## src/ace_pkg.sv

```systemverilog
// Shared constants and types for the comparator event control block
package ace_pkg;

  // Register addresses on the special function register bus
  localparam logic [7:0] CCS_ADDR = 8'h97;
  localparam logic [7:0] PORT3_ADDR = 8'hb0;

  // Field positions of comparator_control_status
  localparam int CM_LSB = 0;
  localparam int CM_W = 3;
  localparam int CEN_BIT = 3;
  localparam int CF_BIT = 4;
  localparam int RUN_IN_IDLE_BIT = 5;

  // Reset values
  localparam logic [7:0] CCS_RESET = 8'h00;
  localparam logic [7:0] PORT3_RESET = 8'hff;
  localparam logic [7:0] RDATA_RESET = 8'h00;

  // Port 3 bit position that carries the comparator result
  localparam int P3_CMP_BIT = 6;

  // Timer 1 overflows awaited before a debounced resample
  localparam int T1_OVF_COUNT = 2;

  typedef enum logic [2:0] {
    MODE_LOW = 3'h0,
    MODE_RISE = 3'h1,
    MODE_DB_TOGGLE = 3'h2,
    MODE_DB_RISE = 3'h3,
    MODE_FALL = 3'h4,
    MODE_TOGGLE = 3'h5,
    MODE_DB_FALL = 3'h6,
    MODE_HIGH = 3'h7
  } ace_mode_t;

  typedef enum logic [0:0] {
    DB_IDLE = 1'b0,
    DB_WAIT = 1'b1
  } ace_db_state_t;

  typedef struct packed {
    logic [7:0] addr;
    logic [7:0] wdata;
    logic wr;
    logic rd;
    logic rmw;
  } ace_sfr_req_t;

endpackage

```

## src/ace_debounce.sv

```systemverilog
// Debounce filter that resamples after a number of Timer 1 overflows
`timescale 1ns/1ps
`default_nettype none
module ace_debounce #(
  parameter int OVF_COUNT = ace_pkg::T1_OVF_COUNT
) (
  input wire logic ref_clk,
  input wire logic rstn,
  input wire logic active,
  input wire logic sample,
  input wire logic prev,
  input wire logic rise_en,
  input wire logic fall_en,
  input wire logic t1_overflow,
  output logic hit
);
  import ace_pkg::*;

  localparam int CW = $clog2(OVF_COUNT + 1);

  if (OVF_COUNT < 1)
  begin : g_bad_count
    $error("OVF_COUNT must be at least 1");
  end

  ace_db_state_t state;
  ace_db_state_t next_state;
  logic [CW-1:0] cnt;
  logic [CW-1:0] next_cnt;
  logic expect_level;
  logic next_expect_level;
  logic trig;
  logic last_ovf;

  assign trig = active & ((rise_en & sample & ~prev)
                        | (fall_en & ~sample & prev));
  assign last_ovf = t1_overflow && (cnt == CW'(OVF_COUNT - 1));

  assign hit = active && (state == DB_WAIT) && last_ovf
               && (sample == expect_level);

  always_comb
  begin
    next_state = state;
    next_cnt = cnt;
    next_expect_level = expect_level;
    unique case (state)
      DB_IDLE:
      begin
        if (trig)
        begin
          next_state = DB_WAIT;
          next_cnt = '0;
          next_expect_level = sample;
        end
      end
      DB_WAIT:
      begin
        if (last_ovf)
          next_state = DB_IDLE;
        else if (t1_overflow)
          next_cnt = cnt + CW'(1);
      end
    endcase
    if (!active)
      next_state = DB_IDLE;
  end

  always_ff @(posedge ref_clk)
  begin
    if (!rstn)
    begin
      state <= DB_IDLE;
      cnt <= '0;
      expect_level <= 1'b0;
    end
    else
    begin
      state <= next_state;
      cnt <= next_cnt;
      expect_level <= next_expect_level;
    end
  end
endmodule // ace_debounce
`default_nettype wire

```

## src/ace_top.sv

```systemverilog
// Comparator control, status register, event detection and port 3 view
`timescale 1ns/1ps
`default_nettype none
// Contract
// - Result is one when positive input exceeds negative input, else zero.
// - Clearing comparator_on forces result low and blocks new flag events.
// - Port 3 pin reads return the live comparator result at bit 6.
// - Writes and read-modify-write of port 3 bit 6 touch only latch.
// - Flag sets on the selected condition while enabled; software clears.
// - Interrupt request only when compare_irq_enable is set.
// - Comparator result is sampled every clock for event detection.
// - Plain modes: 000 low, 001 rise, 100 fall, 101 toggle, 111 high.
// - Debounced modes: 010 toggle, 011 rise, 110 fall.
// - Debounced: wait two Timer 1 overflows, resample, match sets flag.
// - run_in_idle clear shuts comparator in Idle; set keeps it running.
// - Power-down always disables the comparator.
module ace_top (
  input wire logic ref_clk,
  input wire logic rstn,
  input wire ace_pkg::ace_sfr_req_t sfr,
  output logic [7:0] sfr_rdata,
  input wire logic cmp_raw,
  input wire logic idle_mode,
  input wire logic powerdown_mode,
  input wire logic t1_overflow,
  input wire logic compare_irq_enable,
  input wire logic [7:0] port3_pins,
  output logic [7:0] port3_latch,
  output logic cmp_power_on,
  output logic cmp_result,
  output logic compare_irq
);
  import ace_pkg::*;

  logic cmp_s1;
  logic cmp_s2;
  logic [7:0] pins_s1;
  logic [7:0] pins_s2;
  logic prev_result;
  logic next_cmp_result;

  logic comparator_on;
  logic run_in_idle;
  logic compare_event_flag;
  ace_mode_t event_condition_select;
  logic next_on;
  logic next_run_idle;
  logic next_flag;
  ace_mode_t next_mode;
  logic [7:0] next_latch;
  logic [7:0] next_rdata;

  logic ccs_wr;
  logic p3_wr;
  logic active;
  logic plain_hit;
  logic db_rise_en;
  logic db_fall_en;
  logic db_hit;
  logic event_hit;
  logic [7:0] pin_view;

  always_ff @(posedge ref_clk)
  begin
    if (!rstn)
    begin
      cmp_s1 <= 1'b0;
      cmp_s2 <= 1'b0;
      pins_s1 <= 8'h00;
      pins_s2 <= 8'h00;
    end
    else
    begin
      cmp_s1 <= cmp_raw;
      cmp_s2 <= cmp_s1;
      pins_s1 <= port3_pins;
      pins_s2 <= pins_s1;
    end
  end

  assign ccs_wr = sfr.wr && (sfr.addr == CCS_ADDR);
  assign p3_wr = sfr.wr && (sfr.addr == PORT3_ADDR);

  assign active = comparator_on && !powerdown_mode
                  && (!idle_mode || run_in_idle);
  assign cmp_power_on = active;

  // sampled result forced low when off
  assign next_cmp_result = active & cmp_s2;

  always_ff @(posedge ref_clk)
  begin
    if (!rstn)
    begin
      cmp_result <= 1'b0;
      prev_result <= 1'b0;
    end
    else
    begin
      cmp_result <= next_cmp_result;
      prev_result <= cmp_result;
    end
  end

  always_comb
  begin
    plain_hit = 1'b0;
    db_rise_en = 1'b0;
    db_fall_en = 1'b0;
    unique case (event_condition_select)
      MODE_LOW: plain_hit = !cmp_result;
      MODE_RISE: plain_hit = cmp_result && !prev_result;
      MODE_FALL: plain_hit = !cmp_result && prev_result;
      MODE_TOGGLE: plain_hit = cmp_result ^ prev_result;
      MODE_HIGH: plain_hit = cmp_result;
      MODE_DB_TOGGLE:
      begin
        db_rise_en = 1'b1;
        db_fall_en = 1'b1;
      end
      MODE_DB_RISE: db_rise_en = 1'b1;
      MODE_DB_FALL: db_fall_en = 1'b1;
    endcase
  end

  ace_debounce #(
    .OVF_COUNT(T1_OVF_COUNT)
  ) u_debounce (
    .ref_clk(ref_clk),
    .rstn(rstn),
    .active(active),
    .sample(cmp_result),
    .prev(prev_result),
    .rise_en(db_rise_en),
    .fall_en(db_fall_en),
    .t1_overflow(t1_overflow),
    .hit(db_hit)
  );

  assign event_hit = active && (plain_hit || db_hit);

  // pin view carries the live result
  always_comb
  begin
    pin_view = pins_s2;
    pin_view[P3_CMP_BIT] = cmp_result;
  end

  always_comb
  begin
    next_on = comparator_on;
    next_run_idle = run_in_idle;
    next_flag = compare_event_flag;
    next_mode = event_condition_select;
    next_latch = port3_latch;
    next_rdata = sfr_rdata;
    // a register write loads the flag from the written CF bit
    if (ccs_wr)
    begin
      next_on = sfr.wdata[CEN_BIT];
      next_run_idle = sfr.wdata[RUN_IN_IDLE_BIT];
      next_flag = sfr.wdata[CF_BIT];
      next_mode = ace_mode_t'(sfr.wdata[CM_LSB +: CM_W]);
    end
    // a set in the clearing cycle wins
    if (event_hit)
      next_flag = 1'b1;
    // port writes reach only the latch
    if (p3_wr)
      next_latch = sfr.wdata;
    if (sfr.rd)
    begin
      next_rdata = RDATA_RESET;
      if (sfr.addr == CCS_ADDR)
      begin
        next_rdata[RUN_IN_IDLE_BIT] = run_in_idle;
        next_rdata[CF_BIT] = compare_event_flag;
        next_rdata[CEN_BIT] = comparator_on;
        next_rdata[CM_LSB +: CM_W] = event_condition_select;
      end
      else if (sfr.addr == PORT3_ADDR)
        // pins for reads, latch for read-modify-write
        next_rdata = sfr.rmw ? port3_latch : pin_view;
    end
  end

  always_ff @(posedge ref_clk)
  begin
    if (!rstn)
    begin
      comparator_on <= CCS_RESET[CEN_BIT];
      run_in_idle <= CCS_RESET[RUN_IN_IDLE_BIT];
      compare_event_flag <= CCS_RESET[CF_BIT];
      event_condition_select <= ace_mode_t'(CCS_RESET[CM_LSB +: CM_W]);
      port3_latch <= PORT3_RESET;
      sfr_rdata <= RDATA_RESET;
    end
    else
    begin
      comparator_on <= next_on;
      run_in_idle <= next_run_idle;
      compare_event_flag <= next_flag;
      event_condition_select <= next_mode;
      port3_latch <= next_latch;
      sfr_rdata <= next_rdata;
    end
  end

  assign compare_irq = compare_event_flag && compare_irq_enable;
endmodule // ace_top
`default_nettype wire

```

## config.mk

```make
export PLATFORM = sky130hd
export DESIGN_NAME = ace_top
export DESIGN_NICKNAME = d
export VERILOG_FILES = /design/src/ace_pkg.sv /design/src/ace_debounce.sv /design/src/ace_top.sv
export SDC_FILE = /design/constraint.sdc
export NUM_CORES = 1
export LEC_CHECK = 0
export BUFFER_PORTS_ARGS = -buffer_cell sky130_fd_sc_hd__buf_2
export CELL_PAD_IN_SITES_DETAIL_PLACEMENT = 1
export CELL_PAD_IN_SITES_GLOBAL_PLACEMENT = 1
export CORE_MARGIN = 2
export CORE_UTILIZATION = 41
export CTS_CLUSTER_SIZE = 12
export DETAILED_ROUTE_END_ITERATION = 8
export GPL_ROUTABILITY_DRIVEN = 0
export GPL_TIMING_DRIVEN = 0
export MAX_ROUTING_LAYER = met4
export PLACE_DENSITY_LB_ADDON = 0.3
export SLEW_MARGIN = 20
export SYNTH_ARGS = -nofsm -noshare
export SYNTH_HDL_FRONTEND = slang
export SYNTH_SLANG_ARGS = --single-unit
```

## constraint.sdc

```tcl
create_clock -name ref_clk -period 2.8 [get_ports ref_clk]
set_input_delay 0.28 -clock ref_clk [delete_from_list [all_inputs] [get_ports ref_clk]]
set_output_delay 0.28 -clock ref_clk [all_outputs]
set_load 0.03 [all_outputs]
```

==> metrics.txt <==
status finished, final reports clean; starting density of the core 0.422; Post-Syn Nets 218; vias in the first global route 1,401; Final nets 273; CTS Sinks 44; CP Max Fanout 4; Slew headroom 0.617; fraction of registers with async set/reset 0; die area 5000 sq um; number of buffers added on ports 48; WL final 4110 microns; fin crit period 1760 ps; initial antenna violation count 0; unrepaired setup endpoints after global routing no; final hold vios 0; clk slew on worst S/H paths 90 ps; # IOs 53; Die Wd 70.7 microns; crit-path leading delay family simple AND/OR/NAND/NOR gates; total track usage 0.179; first-pass GRT wire length 6780 microns; drt first pass iters 4; drc violations 0; FMAX 568 MHz; Crit Path Class reg2out; worst path cell trace nor2b_1 > nor3b_1 > buf_2; WL/cell 14.2 microns; worst vdd ir 0.358 mV; sequential area share after synthesis 0.483; Pwr Total 1.20 mW; power density of the placed cells 535 nW/um^2; hpwl dp 3180 microns; Syn Std Cell Area 1820 sq um; Inserted Clock Buffers 5; Rows 24; Bufs and invs on worst path 1; Leak 0.990 nW; # setup viols final 0; Die Span Y 70.7 microns; Core Area 4320 sq um; Layout area overhead 23.0%; Syn Inst Count 181; WP data arrival 1480 ps; Crit-path slowest cell nor3b_1; vias per cell 5.00; Hold Crit Class in2reg; worst-skew pair later-pin latency 290 ps; post_cts resized 0; H-tree Lvls 2; commonest non-fill, non-tap cells in the layout buf_2 (50), dfxtp_1 (44), and2_1 (26); initial DRC count 44; EDFF count, synth 0; post-synthesis register bit count 44; Main synth FF type dfxtp_1; Antenna Violating Nets Remaining 0; actual slew at the worst max-slew pin 573 ps; critical path capture point type output pin; commonest non-fill, non-tap cell in the layout buf_2; CTS root buf clkbuf_8; TNS Setup 0 ps; postcts setup bufs 0; Mapped Avg Cell Area 10.1 sq um; critical path launch point type register; grt ovf 0; Setup Skew 8.68 ps; Synth warnings 0; Ant. Diodes 0; hold_buf cts 0; CTS tree yes; pin count of the biggest net entering global routing 16; maxcap violations 0; clk buf depth 2; CP required 2520 ps; layout cells sized above 1 0.300; Largest stage delay, worst path 460 ps; max-slew violation count 0; routed vias 1,444; final worst path period share 0.629; Yosys cell types 32
Yosys cell counts, drive strengths merged, types with 4 or more instances:
master | count | area share
nand3 | 7 | 0.029
a22oi | 6 | 0.025
nand2 | 15 | 0.031
nor2b | 7 | 0.024
nor3b | 4 | 0.019
inv | 12 | 0.025
dfxtp | 44 | 0.48
and2 | 26 | 0.089
mux2 | 6 | 0.037
mux2i | 16 | 0.088
o22ai | 9 | 0.031
clkbuf | 7 | 0.014
layer usage:
layer	GRT usage	up-vias	wire length [microns]
met4	0.0503	0	68
met3	0.0484	8	201
li1	-	732	-
met1	0.225	669	1870
met2	0.283	35	1970
met5	-	-	0
flip-flops by register name, summed over array words and instances (netlist names), 2 cells and up:
register                count
sfr_rdata                   8
port3_latch                 8
event_condition_select      3
u_debounce.cnt              2
pins_s1                     7
pins_s2                     7
cells by family (layout without fill, tap and decap cells):
| group | Yosys count | in the layout | synth area share |
|---|---|---|---|
| AOI/OAI and AO/OA | 21 | 21 | 0.0809 |
| xor gates and xnor gates | 1 | 1 | 0.00480 |
| adders and majority gates | 3 | 3 | 0.0206 |
| buffers and inverters | 21 | 77 | 0.0446 |
| DFF | 44 | 44 | 0.483 |
| muxes | 22 | 22 | 0.125 |
| and+or+nand+nor | 69 | 69 | 0.241 |
stage by stage:
step	hold WS, ps	worst slack, ps	std cells	cell area (sq um)	utilization
finish	182	1040	289	2240	0.519
floorplan	405	923	181	1820	-
CTS	176	1060	289	2240	0.519
global route	178	966	289	2240	0.519
detailed placement	421	1130	281	2130	0.492
global placement	415	1160	281	2130	0.492
final cells by class:
cell class | count | area (sq um)
Clock inverter | 3 | 46.3
Multi-Input combinational cell | 116 | 862
Buffer | 9 | 36.3
Fill cell | 520 | 2080
Clock buffer | 5 | 68.8
Timing Repair Buffer | 48 | 240
Tap cell | 52 | 65.1
Inverter | 12 | 45.0
Sequential cell | 44 | 881
path summary, 6_finish.rpt:
kind / endpoint / slack (ps) / cells past startpoint / from
setup / recovery: cmp_power_on / 1040 / 3 / run_in_idle$_SDFFE_PN0P_
hold / removal: pins_s1[2]$_SDFF_PN0_ / 180 / 2 / port3_pins[2]
setup reg to reg: compare_event_flag$_SDFFE_PN0P_ / 1160 / 7 / cmp_result$_SDFF_PN0_
hold reg to reg: pins_s2[5]$_SDFF_PN0_ / 440 / 1 / pins_s1[5]$_SDFF_PN0_
where the power goes:
part,switching [mW],total (mW),internal [mW]
combinational,0.0339,0.0685,0.0346
sequential,0.00267,0.639,0.636
clock,0.225,0.494,0.269
total,0.262,1.20,0.939
Power figures use the tool's default switching activity.
